### config.mk
export PLATFORM = sky130hd
export DESIGN_NAME = hsl_load_store
export DESIGN_NICKNAME = d
export VERILOG_FILES = /design/src/hsl_pkg.sv /design/src/hsl_lane_select.sv /design/src/hsl_load_store.sv
export SDC_FILE = /design/constraint.sdc
export NUM_CORES = 1
export LEC_CHECK = 0
export ABC_AREA = 1
export BUFFER_PORTS_ARGS = -buffer_cell sky130_fd_sc_hd__buf_4
export CAP_MARGIN = 20
export CORE_UTILIZATION = 50
export DETAILED_ROUTE_END_ITERATION = 10
export PLACE_DENSITY = 0.87
export SETUP_SLACK_MARGIN = 0.1
export SYNTH_ARGS = -nofsm -noshare
export SYNTH_HDL_FRONTEND = slang
export SYNTH_SLANG_ARGS = --single-unit
### constraint.sdc
create_clock -name clock_i -period 3.1 [get_ports clock_i]
set_clock_uncertainty 0.2 [all_clocks]
set_input_delay 0.31 -clock clock_i [delete_from_list [all_inputs] [get_ports clock_i]]
set_output_delay 0.31 -clock clock_i [all_outputs]
set_load 0.02 [all_outputs]
### src/hsl_pkg.sv
package hsl_pkg;

  // ----------------------------------------------------------------
  // widths
  // ----------------------------------------------------------------
  localparam int unsigned DATA_W = 32;
  localparam int unsigned HALF_W = 16;
  localparam int unsigned BYTE_W = 8;
  localparam int unsigned RADDR_W = 5;

  // ----------------------------------------------------------------
  // transfer kinds, as the core hands them over
  // ----------------------------------------------------------------
  localparam logic [1:0] OP_HALF_STORE = 2'h0;
  localparam logic [1:0] OP_U_HALF = 2'h1;
  localparam logic [1:0] OP_S_BYTE = 2'h2;
  localparam logic [1:0] OP_S_HALF = 2'h3;

  // ----------------------------------------------------------------
  // bus size codes and cycle type codes
  // ----------------------------------------------------------------
  localparam logic [1:0] SIZE_BYTE = 2'h0;
  localparam logic [1:0] SIZE_HALF = 2'h1;
  localparam logic [1:0] CYC_NONE = 2'h0;
  localparam logic [1:0] CYC_SEQ = 2'h1;
  localparam logic [1:0] CYC_NONSEQ = 2'h2;
  localparam logic [1:0] CYC_INTERNAL = 2'h3;

  // ----------------------------------------------------------------
  // program counter offsets in bytes
  // ----------------------------------------------------------------
  localparam logic [31:0] PC_BASE_OFFSET = 32'h0000_0008;
  localparam logic [31:0] PC_STORE_OFFSET = 32'h0000_000C;

  // ----------------------------------------------------------------
  // register map (byte addresses) and fields
  // ----------------------------------------------------------------
  localparam logic [4:0] REG_CTRL = 5'h00;
  localparam logic [4:0] REG_STATUS = 5'h04;
  localparam logic [4:0] REG_SEQ_CNT = 5'h08;
  localparam logic [4:0] REG_NONSEQ_CNT = 5'h0C;
  localparam logic [4:0] REG_INT_CNT = 5'h10;
  localparam logic [4:0] REG_LAST_DATA = 5'h14;
  localparam int unsigned CTRL_BIG_BIT = 0;
  localparam int unsigned STAT_BUSY_BIT = 0;
  localparam int unsigned STAT_ABORT_BIT = 1;
  localparam logic CTRL_BIG_RESET = 1'b0;

  // ----------------------------------------------------------------
  // sequencer states
  // ----------------------------------------------------------------
  typedef enum logic [2:0] {
    ST_IDLE,
    ST_XFER,
    ST_WRITE,
    ST_FETCH,
    ST_REFILL_N,
    ST_REFILL_S,
    ST_STORE_ADDR
  } hsl_state_type;

endpackage : hsl_pkg

### src/hsl_lane_select.sv
`timescale 1ns/1ns

module hsl_lane_select
  import hsl_pkg::*;
(
  input  wire logic              clock_i,
  input  wire logic              rst_i,
  input  wire logic              capture_i,
  input  wire logic [1:0]        op_i,
  input  wire logic [1:0]        lane_i,
  input  wire logic              big_i,
  input  wire logic [DATA_W-1:0] rdata_i,
  output logic      [DATA_W-1:0] value_o
);

  logic [BYTE_W-1:0] sel_byte;
  logic [HALF_W-1:0] sel_half;
  logic [DATA_W-1:0] next_value;

  // --------------------
  // lane choice by address bits and endianness
  // --------------------
  always_comb begin
    if (big_i) begin
      sel_byte = rdata_i[(3 - lane_i) * BYTE_W +: BYTE_W];
      sel_half = lane_i[1] ? rdata_i[HALF_W-1:0]
                           : rdata_i[DATA_W-1:HALF_W];
    end else begin
      sel_byte = rdata_i[lane_i * BYTE_W +: BYTE_W];
      sel_half = lane_i[1] ? rdata_i[DATA_W-1:HALF_W]
                           : rdata_i[HALF_W-1:0];
    end
  end

  // --------------------
  // extension; bit 0 of a half address is simply ignored
  // --------------------
  always_comb begin
    case (op_i)
      OP_S_BYTE: next_value = {{(DATA_W-BYTE_W){sel_byte[BYTE_W-1]}},
                               sel_byte};
      OP_S_HALF: next_value = {{(DATA_W-HALF_W){sel_half[HALF_W-1]}},
                               sel_half};
      OP_U_HALF: next_value = {{(DATA_W-HALF_W){1'b0}}, sel_half};
      default:   next_value = '0;
    endcase
  end

  // registered so the core write comes from a flop
  always_ff @(posedge clock_i) begin
    if (rst_i) begin
      value_o <= '0;
    end else if (capture_i) begin
      value_o <= next_value;
    end
  end

endmodule : hsl_lane_select

### src/hsl_load_store.sv
// Our own choices: the address map and the plain strobed port.
`timescale 1ns/1ns

module hsl_load_store
  import hsl_pkg::*;
(
  input  wire logic               clock_i,
  input  wire logic               rst_i,
  // request from the core
  input  wire logic               req_i,
  input  wire logic               sign_i,
  input  wire logic               half_i,
  input  wire logic               load_i,
  input  wire logic [DATA_W-1:0]  base_i,
  input  wire logic [DATA_W-1:0]  offset_i,
  input  wire logic               up_i,
  input  wire logic               pre_i,
  input  wire logic               wback_i,
  input  wire logic [DATA_W-1:0]  instr_addr_i,
  input  wire logic               base_pc_i,
  input  wire logic               src_pc_i,
  input  wire logic               dest_pc_i,
  input  wire logic [DATA_W-1:0]  src_data_i,
  // memory side
  input  wire logic [DATA_W-1:0]  mem_rdata_i,
  input  wire logic               mem_abort_i,
  // register port
  input  wire logic [RADDR_W-1:0] reg_addr_i,
  input  wire logic [DATA_W-1:0]  reg_wdata_i,
  input  wire logic               reg_wr_i,
  input  wire logic               reg_rd_i,
  output logic      [DATA_W-1:0]  reg_rdata_o,
  // memory side outputs
  output logic      [DATA_W-1:0]  mem_addr_o,
  output logic      [DATA_W-1:0]  mem_wdata_o,
  output logic                    mem_req_o,
  output logic                    mem_write_o,
  output logic      [1:0]         mem_size_o,
  output logic      [1:0]         cycle_type_o,
  // results to the core
  output logic                    busy_o,
  output logic      [DATA_W-1:0]  dest_data_o,
  output logic                    dest_we_o,
  output logic      [DATA_W-1:0]  wb_data_o,
  output logic                    wb_we_o,
  output logic                    done_o,
  output logic                    abort_trap_o
);

  // --------------------
  // helpers
  // --------------------

  // add or subtract the offset, used for both index forms
  function automatic logic [DATA_W-1:0] apply_offset(
    input logic [DATA_W-1:0] base,
    input logic [DATA_W-1:0] offs,
    input logic              up
  );
    apply_offset = up ? base + offs : base - offs;
  endfunction : apply_offset

  // counter step; a count in the clearing cycle still adds one
  function automatic logic [DATA_W-1:0] count_step(
    input logic [DATA_W-1:0] cnt,
    input logic              clr,
    input logic              inc
  );
    logic [DATA_W-1:0] base;
    base = clr ? '0 : cnt;
    count_step = inc ? base + 32'h0000_0001 : base;
  endfunction : count_step

  // --------------------
  // state
  // --------------------
  hsl_state_type     state;
  hsl_state_type     next_state;
  logic              big_endian_select;
  logic              abort_sticky;
  logic              abort_seen;
  logic [1:0]        op;
  logic              to_pc;
  logic              do_wb;
  logic [DATA_W-1:0] wb_value;
  logic [DATA_W-1:0] seq_cnt;
  logic [DATA_W-1:0] nonseq_cnt;
  logic [DATA_W-1:0] int_cnt;
  logic [DATA_W-1:0] lane_value;
  logic [DATA_W-1:0] eff_base;
  logic [DATA_W-1:0] moved_base;
  logic [DATA_W-1:0] xfer_addr;
  logic [DATA_W-1:0] store_src;
  logic [1:0]        req_op;
  logic              start;
  logic [1:0]        next_cycle;

  // --------------------
  // request decode and address arithmetic
  // --------------------

  // flags to kind; a signed store is not legal and reads as a store
  always_comb begin
    if (!load_i) begin
      req_op = OP_HALF_STORE;
    end else if (sign_i) begin
      req_op = half_i ? OP_S_HALF : OP_S_BYTE;
    end else begin
      req_op = OP_U_HALF;
    end
  end

  assign start = req_i && (state == ST_IDLE);
  // pc seen through the pipeline, two fetches ahead
  assign eff_base = base_pc_i ? instr_addr_i + PC_BASE_OFFSET
                              : base_i;
  assign moved_base = apply_offset(eff_base, offset_i, up_i);
  assign xfer_addr = pre_i ? moved_base : eff_base;
  // pc source is one more fetch on than the base view
  assign store_src = src_pc_i ? instr_addr_i + PC_STORE_OFFSET
                              : src_data_i;

  // --------------------
  // sequencer
  // --------------------

  // cycle order: load N I S, pc load N I N S S, store N N
  always_comb begin
    next_state = state;
    case (state)
      ST_IDLE: begin
        if (req_i) begin
          next_state = (req_op == OP_HALF_STORE) ? ST_STORE_ADDR
                                                 : ST_XFER;
        end
      end
      ST_STORE_ADDR: next_state = ST_XFER;
      ST_XFER: begin
        next_state = (op == OP_HALF_STORE) ? ST_IDLE : ST_WRITE;
      end
      ST_WRITE: next_state = to_pc ? ST_REFILL_N : ST_FETCH;
      ST_FETCH: next_state = ST_IDLE;
      ST_REFILL_N: next_state = ST_REFILL_S;
      ST_REFILL_S: next_state = ST_FETCH;
      default: next_state = ST_IDLE;
    endcase
  end

  // cycle type that the coming state presents
  always_comb begin
    case (next_state)
      ST_STORE_ADDR: next_cycle = CYC_NONSEQ;
      ST_XFER: next_cycle = CYC_NONSEQ;
      ST_WRITE: next_cycle = CYC_INTERNAL;
      ST_FETCH: next_cycle = CYC_SEQ;
      ST_REFILL_N: next_cycle = CYC_NONSEQ;
      ST_REFILL_S: next_cycle = CYC_SEQ;
      default: next_cycle = CYC_NONE;
    endcase
  end

  always_ff @(posedge clock_i) begin
    if (rst_i) begin
      state <= ST_IDLE;
      cycle_type_o <= CYC_NONE;
      busy_o <= 1'b0;
    end else begin
      state <= next_state;
      cycle_type_o <= next_cycle;
      busy_o <= (next_state != ST_IDLE);
    end
  end

  // request fields held for the whole instruction
  always_ff @(posedge clock_i) begin
    if (rst_i) begin
      op <= OP_HALF_STORE;
      to_pc <= 1'b0;
      do_wb <= 1'b0;
      wb_value <= '0;
    end else if (start) begin
      op <= req_op;
      to_pc <= dest_pc_i && load_i;
      // post index always moves the base; pc base never written back
      do_wb <= (wback_i || !pre_i) && !base_pc_i;
      wb_value <= moved_base;
    end
  end

  // --------------------
  // memory side
  // --------------------

  // address and data launched on entry to a load's transfer cycle or a store's address cycle
  always_ff @(posedge clock_i) begin
    if (rst_i) begin
      mem_addr_o <= '0;
      mem_wdata_o <= '0;
      mem_req_o <= 1'b0;
      mem_write_o <= 1'b0;
      mem_size_o <= SIZE_HALF;
    end else if (start) begin
      mem_addr_o <= xfer_addr;
      mem_wdata_o <= {store_src[HALF_W-1:0],
                      store_src[HALF_W-1:0]};
      mem_write_o <= (req_op == OP_HALF_STORE);
      // size lets memory enable one byte lane for a signed byte load, else one half lane
      mem_size_o <= (req_op == OP_S_BYTE) ? SIZE_BYTE
                                          : SIZE_HALF;
      mem_req_o <= (req_op != OP_HALF_STORE);
    end else if (state == ST_STORE_ADDR) begin
      mem_req_o <= 1'b1;
    end else if (state == ST_XFER) begin
      mem_req_o <= 1'b0;
      mem_write_o <= 1'b0;
    end
  end

  // fault rejects the transfer; trap reported at completion
  always_ff @(posedge clock_i) begin
    if (rst_i) begin
      abort_seen <= 1'b0;
    end else if (start) begin
      abort_seen <= 1'b0;
    end else if (state == ST_XFER && mem_abort_i) begin
      abort_seen <= 1'b1;
    end
  end

  // lane choice uses the address on the bus this very transfer
  hsl_lane_select u_lanes (
    .clock_i   (clock_i),
    .rst_i     (rst_i),
    .capture_i (state == ST_XFER),
    .op_i      (op),
    .lane_i    (mem_addr_o[1:0]),
    .big_i     (big_endian_select),
    .rdata_i   (mem_rdata_i),
    .value_o   (lane_value)
  );

  // --------------------
  // results to the core
  // --------------------

  // loaded value and base update in the internal cycle, a store's base update in its transfer cycle
  always_ff @(posedge clock_i) begin
    if (rst_i) begin
      dest_data_o <= '0;
      dest_we_o <= 1'b0;
      wb_data_o <= '0;
      wb_we_o <= 1'b0;
    end else begin
      dest_we_o <= 1'b0;
      wb_we_o <= 1'b0;
      if (state == ST_WRITE) begin
        // an aborted load leaves the destination untouched
        dest_we_o <= !abort_seen;
        dest_data_o <= lane_value;
        wb_we_o <= do_wb;
        wb_data_o <= wb_value;
      end else if (state == ST_XFER && op == OP_HALF_STORE) begin
        wb_we_o <= do_wb;
        wb_data_o <= wb_value;
      end
    end
  end

  // completion pulse and the trap that goes with it
  always_ff @(posedge clock_i) begin
    if (rst_i) begin
      done_o <= 1'b0;
      abort_trap_o <= 1'b0;
    end else begin
      done_o <= 1'b0;
      abort_trap_o <= 1'b0;
      if (state != ST_IDLE && next_state == ST_IDLE) begin
        done_o <= 1'b1;
        abort_trap_o <= abort_seen ||
                        (state == ST_XFER && mem_abort_i);
      end
    end
  end

  // --------------------
  // register port
  // --------------------

  // endian control; writes take effect from the next cycle, even for a load in flight
  always_ff @(posedge clock_i) begin
    if (rst_i) begin
      big_endian_select <= CTRL_BIG_RESET;
    end else if (reg_wr_i && reg_addr_i == REG_CTRL) begin
      big_endian_select <= reg_wdata_i[CTRL_BIG_BIT];
    end
  end

  // sticky abort flag, write one to clear, a new abort wins
  always_ff @(posedge clock_i) begin
    if (rst_i) begin
      abort_sticky <= 1'b0;
    end else if (state == ST_XFER && mem_abort_i) begin
      abort_sticky <= 1'b1;
    end else if (reg_wr_i && reg_addr_i == REG_STATUS &&
                 reg_wdata_i[STAT_ABORT_BIT]) begin
      abort_sticky <= 1'b0;
    end
  end

  // cycle counters; a write to a counter clears it, a cycle in flight still counts
  always_ff @(posedge clock_i) begin
    if (rst_i) begin
      seq_cnt <= '0;
      nonseq_cnt <= '0;
      int_cnt <= '0;
    end else begin
      seq_cnt <= count_step(seq_cnt,
                            reg_wr_i && reg_addr_i == REG_SEQ_CNT,
                            cycle_type_o == CYC_SEQ);
      nonseq_cnt <= count_step(nonseq_cnt,
                               reg_wr_i && reg_addr_i == REG_NONSEQ_CNT,
                               cycle_type_o == CYC_NONSEQ);
      int_cnt <= count_step(int_cnt,
                            reg_wr_i && reg_addr_i == REG_INT_CNT,
                            cycle_type_o == CYC_INTERNAL);
    end
  end

  // read data one cycle after the strobe; unmapped reads zero
  always_ff @(posedge clock_i) begin
    if (rst_i) begin
      reg_rdata_o <= '0;
    end else if (reg_rd_i) begin
      case (reg_addr_i)
        REG_CTRL: begin
          reg_rdata_o <= '0;
          reg_rdata_o[CTRL_BIG_BIT] <= big_endian_select;
        end
        REG_STATUS: begin
          reg_rdata_o <= '0;
          reg_rdata_o[STAT_BUSY_BIT] <= busy_o;
          reg_rdata_o[STAT_ABORT_BIT] <= abort_sticky;
        end
        REG_SEQ_CNT: reg_rdata_o <= seq_cnt;
        REG_NONSEQ_CNT: reg_rdata_o <= nonseq_cnt;
        REG_INT_CNT: reg_rdata_o <= int_cnt;
        REG_LAST_DATA: reg_rdata_o <= dest_data_o;
        default: reg_rdata_o <= '0;
      endcase
    end else begin
      reg_rdata_o <= '0;
    end
  end

endmodule : hsl_load_store

-- Word-level counts from Yosys, hierarchy flattened
Cells that the tools add are included.
- bits in registers: 341
- output and inout port bits: 171
- word-level logic and storage cells: 137
- $add $sub $neg: 8
- equality and inequality tests: 24
- shift-type cells: 2
- multiplexer cells: 38
- bitwise operators: 3
- reductions and logical operators: 36
- operators by type and width (operator ; count):
    32-bit 2-to-1 mux ; 11
    32-bit one-hot mux with 6 select lines ; 1
    32-bit by 1-bit adder with 32-bit output (second input constant) ; 3
    32-bit one-hot mux with 3 select lines ; 1
    16-bit 2-to-1 mux ; 4
    32-bit by 33-bit indexed part select with 8-bit output ; 1
    32-bit adder ; 1
    32-bit by 4-bit adder with 32-bit output (second input constant) ; 1
    32-bit by 6-bit indexed part select with 8-bit output ; 1
    32-bit subtractor ; 1
    3-bit == test (second input constant) ; 6
    3-bit one-hot mux with 6 select lines ; 1
    16-bit by 4-bit adder with 16-bit output (second input constant) ; 1
    1-bit logical AND ; 12
    1-bit 2-to-1 mux ; 12
    2-bit == test (second input constant) ; 5
    5-bit by 4-bit == test with 1-bit output (second input constant) ; 2
    5-bit == test (second input constant) ; 2
    2-bit OR reduction ; 5
    3-bit by 2-bit == test with 1-bit output (second input constant) ; 3
    3-bit 2-to-1 mux ; 3
    3-bit nonzero test ; 3
    8-bit 2-to-1 mux ; 1
    2-bit nonzero test ; 4
    other kinds (15) ; 26

-- Depth between registers and ports, before layout
- depth in word-level cells: 11
- gate-level depth with buffers: 22
- depth with buffers taken out: 22

-- By module
A second synthesis with hierarchy kept.
- cells, all modules: 2849
- area, all modules: 18465.2 µm²
- modules (own cells, without submodules) (module ; times used ; cells an instance ; area an instance (µm²) ; seq. area each (µm²)):
    hsl_load_store ; 1 ; 2640 ; 17234.0 ; 5845.6
    hsl_lane_select ; 1 ; 209 ; 1231.2 ; 340.3

-- Worst setup path before layout
Ideal clock, no wire load.
- path type: input -> register
- start point: in offset_i[1]
- end point: reg mem_addr_o[27]
- arrival: 2989 ps
- setup slack: -209 ps
- stages on the path: 20
- buffers on the path: 0
- path through: inv_1 -> ha_1 -> nand4_1 -> nor2_1 -> nand3_1 -> or2_2 -> or3_1 -> nand3b_1 -> nand2_1 -> ha_1 -> nand2_1 -> nor2_1 -> inv_1 -> nor2_1 -> nand3_1 -> or2_2 -> nand2_1 -> nand2_1 -> nand3_1 -> nand3_1
- longest elaborated chain between the ends: 3
- elaborated cells between the ends (all ways): 4
- RTL lines (item ; RTL line ; source):
    start: declaration ; hsl_load_store.sv:15 ; input wire logic [DATA_W-1:0] offset_i,
    32-bit subtractor or 32-bit adder (tied branches) ; hsl_load_store.sv:60 ; apply_offset = up ? base + offs : base - offs;
    32-bit 2-to-1 mux (*) ; hsl_load_store.sv:60 ;
    32-bit 2-to-1 mux (*) ; hsl_load_store.sv:118 ; assign xfer_addr = pre_i ? moved_base : eff_base;
    end signal: assignment ; hsl_load_store.sv:203 ; mem_addr_o <= xfer_addr;
    end: declaration ; hsl_load_store.sv:34 ; output logic [DATA_W-1:0] mem_addr_o,
Mark *: on every way between the ends. The rest lies on a longest branch, timed or not.
A chain may end at the register's enable or synchronous reset.

-- Final worst setup path
- start point: in instr_addr_i[3]
- end point: reg wb_value[31]
- longest elaborated chain between the ends: 4
- elaborated cells between the ends (all ways): 5
- RTL lines (item ; RTL line ; source):
    start: declaration ; hsl_load_store.sv:19 ; input wire logic [DATA_W-1:0] instr_addr_i,
    32-bit by 4-bit adder with 32-bit output (*) ; hsl_load_store.sv:115 ; assign eff_base = base_pc_i ? instr_addr_i + PC_BASE_OFFSET
    32-bit 2-to-1 mux (*) ; hsl_load_store.sv:115 ;
    32-bit subtractor or 32-bit adder (tied branches) ; hsl_load_store.sv:60 ;
    32-bit 2-to-1 mux (*) ; hsl_load_store.sv:60 ;
    end signal: assignment ; hsl_load_store.sv:186 ; wb_value <= moved_base;
    end: declaration ; hsl_load_store.sv:85 ; logic [DATA_W-1:0] wb_value;
Marks and branches as above.

==> impl_results.md <==
- CTS tree: built
- Endpoints failing setup: 0
- Crit. End Element: flop
- Largest net degree at the start of global routing: 73
- Maximum VDD drop: 437 uV
- Input/output buffers: 335
- RD Place Congestion: 1.04
- Synth top cells by count: nand2_1, nor2_1, inv_1
- Post-synthesis register bit count: 294
- Synth area leaders: dfxtp_1, nand2_1, nor2_1, inv_1, nand3_1
- Vias: 21100
- Initial antenna violation count: 0
- Net count, final: 3579
- All-Layer GR Usage: 0.366
- P&R area growth vs syn: 36.1%
- Num ports: 383
- Residual DRC: 0
- Met3 capacity usage during global routing: 0.0640
- Vias per inst: 5.55
- Placed Cells: 3696
- Top-area cell type share of the netlist area: 0.330
- Critical path destination: wb_value[31]
- Fin. max-slew vios: 0
- Worst reg2reg path depth: 11
- Number of global-route vias before repair: 20400
- Die height: 191 um
- Power per cell area: 496 mW/mm^2
- Die area: 0.0364 mm^2
- Maximum clock insertion buffer count: 3
- CTS sink cnt: 294
- Ys flop type: dfxtp_1
- Critical path origin: instr_addr_i[3]
- Critical Path AT: 3.17 ns
- Post-synth top area cell: dfxtp_1
- Total grt overflow: 0
- Num CTS Buffers: 34
- DRT Pass-1 Iters: 9
- Setup CP Type: input pin to flop
- Post-DRT Antenna Nets: 0
- Critical Path RT: 3.32 ns
- Combinational Power Share: 0.301
- Max_cap viols: 0
- Core area: 0.0348 mm^2
- H-tree depth: 2
- FMAX: 339 MHz
- Clk pwr share: 0.337
- Width of the die: 191 um
- Grt peak-use layer: met2
- Count of flip-flops with a built-in enable after synthesis: 0
- Reg-to-Reg End: mem_addr_o[10]
- Worst Hold Class: input pin to flop
- Met1 Resource Use GR: 0.439
- DR WL/cell: 17.9 um
- Reg2reg start: state[2]
- Worst-Margin Slew: 0.986 ns
- Sw frac: 0.337
- Syn Std Cell Area: 0.0178 mm^2
- Met2 Use GR: 0.629
- Starting Density: 0.512
- Clk_lat worst skew: 0.53 ns
- Post-synthesis sequential area ratio: 0.330
- Syn Nets: 3024
- N_diodes: 0
- Finished Layout Cells: 3806
- CP max FO: 3
- Root Buffer: clkbuf_16
- Period minus WS final: 2.95 ns
- Final WL: 68000 um
- Seq pwr share: 0.362
- P_int: 7.97 mW
- Dpl hpwl: 52800 um
- Syn avg cell area: 6.43 um^2
- Critical path startpoint category: input pin
- Switching power total: 4.06 mW
- Initial DRC Count: 1882
- Max_slew headroom: 0.342
- Top-count cell post-synth: nand2_1
- Reg clk slew, reported paths: 0.06 ns
- # rows: 68
- Distinct cells, synth: 59
- First-pass GRT wire length: 106000 um
- Share of cells above drive strength 1: 0.247
- Outcome: complete, no violations
- Final worst-path cycle share: 0.951
- Pleak: 10.9 nW
- Final hold vios: 0
- Syn. warnings: 0
- FFs w/ async S/R, synth: 0
- R2r setup slk: 0.44 ns
- RSZ-0062 raised after global routing: yes
- Hold WS: 0.00174 ns
- Syn Inst Count: 2772
[final cells by class]
cell class	instances	area, um^2
fillers	2926	10500
multi-input cells	2031	10500
flip-flops and latches	294	5890
repair buffers	647	4970
inverters	319	1210
clock buffers	43	955
well taps	455	569
clock inverters	17	174
[critical path, cell delays in order]
cell and delay (ns):
buf_4 0.12, ha_1 0.20, inv_1 0.09, nor2_2 0.05
buf_4 0.14, nand2_1 0.10, xor2_2 0.26, nand2_1 0.11
o21ai_2 0.09, inv_2 0.08, ha_4 0.29, buf_4 0.11
nand2_1 0.10, nor2_2 0.20, and2_1 0.15, nand2_1 0.07
nand2_2 0.11, nand2_1 0.06, nand3b_1 0.24, nand3_2 0.13
nand3_1 0.10, nand2_1 0.06
[registers in the layout, summed over array words and instances (netlist names), 32 cells and up]
register,flops
nonseq_cnt,32
int_cnt,32
wb_value,32
wb_data_o,32
reg_rdata_o,32
mem_addr_o,32
seq_cnt,32
[layout by cell type (no fill, tap or decap), drive strengths merged, types with 10 or more instances in the layout]
| cell type | Yosys | final |
|---|---|---|
| a211oi | 18 | 18 |
| o21ai | 194 | 194 |
| nand2 | 664 | 664 |
| nor3 | 52 | 52 |
| o22ai | 45 | 45 |
| clkbuf | 70 | 43 |
| or2 | 18 | 18 |
| clkinv | 3 | 10 |
| nor2 | 391 | 391 |
| nand3 | 217 | 217 |
| xnor2 | 26 | 26 |
| inv | 316 | 320 |
| a221oi | 14 | 14 |
| dlygate4sd3 | 0 | 33 |
| nand3b | 12 | 12 |
| dfxtp | 294 | 294 |
| a31oi | 12 | 12 |
| o21a | 13 | 13 |
| nor4 | 10 | 10 |
| a21oi | 162 | 162 |
| xor2 | 44 | 44 |
| ha | 39 | 39 |
| buf | 58 | 614 |
| nand4 | 43 | 43 |
[how the worst min path moves through the flow]
| stage | startpoint | endpoint | cells past startpoint |
|---|---|---|---|
| final | base_i[11] | mem_addr_o[11] | 5 |
| after global routing | base_i[11] | mem_addr_o[11] | 5 |
| after CTS | mem_rdata_i[31] | u_lanes.value_o[15] | 5 |
| after detailed placement | wb_value[0] | wb_data_o[0] | 2 |
| after global placement | do_wb | wb_we_o | 2 |
| after floorplan | abort_seen | dest_we_o | 1 |
[metal layers]
| metal | part of all wire | wire (um) | vias up |
|---|---|---|---|
| li1 | - | - | 10200 |
| met3 | 0.082 | 5600 | 214 |
| met2 | 0.47 | 32100 | 1110 |
| met1 | 0.39 | 26800 | 9640 |
| met4 | 0.051 | 3480 | 0 |
| met5 | 0 | 0 | - |
[cell families (layout without fill, tap and decap cells)]
family,count (synthesis),count (layout),share of synthesized area
XOR/XNOR,70,70,0.0344
flip-flops,294,294,0.330
AND/OR/NAND/NOR,1419,1419,0.343
other,1,1,0.000210
buffers and inverters,447,1026,0.104
multiplexers,1,1,0.000562
AO/OA/AOI/OAI,500,500,0.158
adder cells (fa/ha/maj),40,40,0.0285
[power groups by stage]
stage | sequential (mW) | clock, mW | combinational (mW)
floorplan | 4.59 | 0 | 1.56
global placement | 4.42 | 0 | 3.30
detailed placement | 4.42 | 0 | 3.35
CTS | 4.35 | 4.08 | 3.41
global route | 4.39 | 4.26 | 3.89
finish | 4.36 | 4.05 | 3.62
[metrics by stage]
stage                util  power, mW  TNS (ns)  setup slack (ns)  instance area, um^2
detailed placement  0.641       7.77    -18.19            -0.718                22300
global route        0.697       12.5         0            0.0212                24300
global placement    0.641       7.72    -17.03            -0.683                22300
finish              0.697       12.0         0             0.151                24300
floorplan               -       6.15         0            0.0295                17900
CTS                 0.684       11.8         0             0.114                23800
[what timing repair did]
action                     CTS  global route
pin swaps                    2            33
buffers inserted             1            15
gates resized for setup      7           109
gates cloned                 0             0
hold endpoints to repair    38             0
hold buffers                33             0
setup endpoints to repair   19            44
Power figures use the tool's default switching activity.
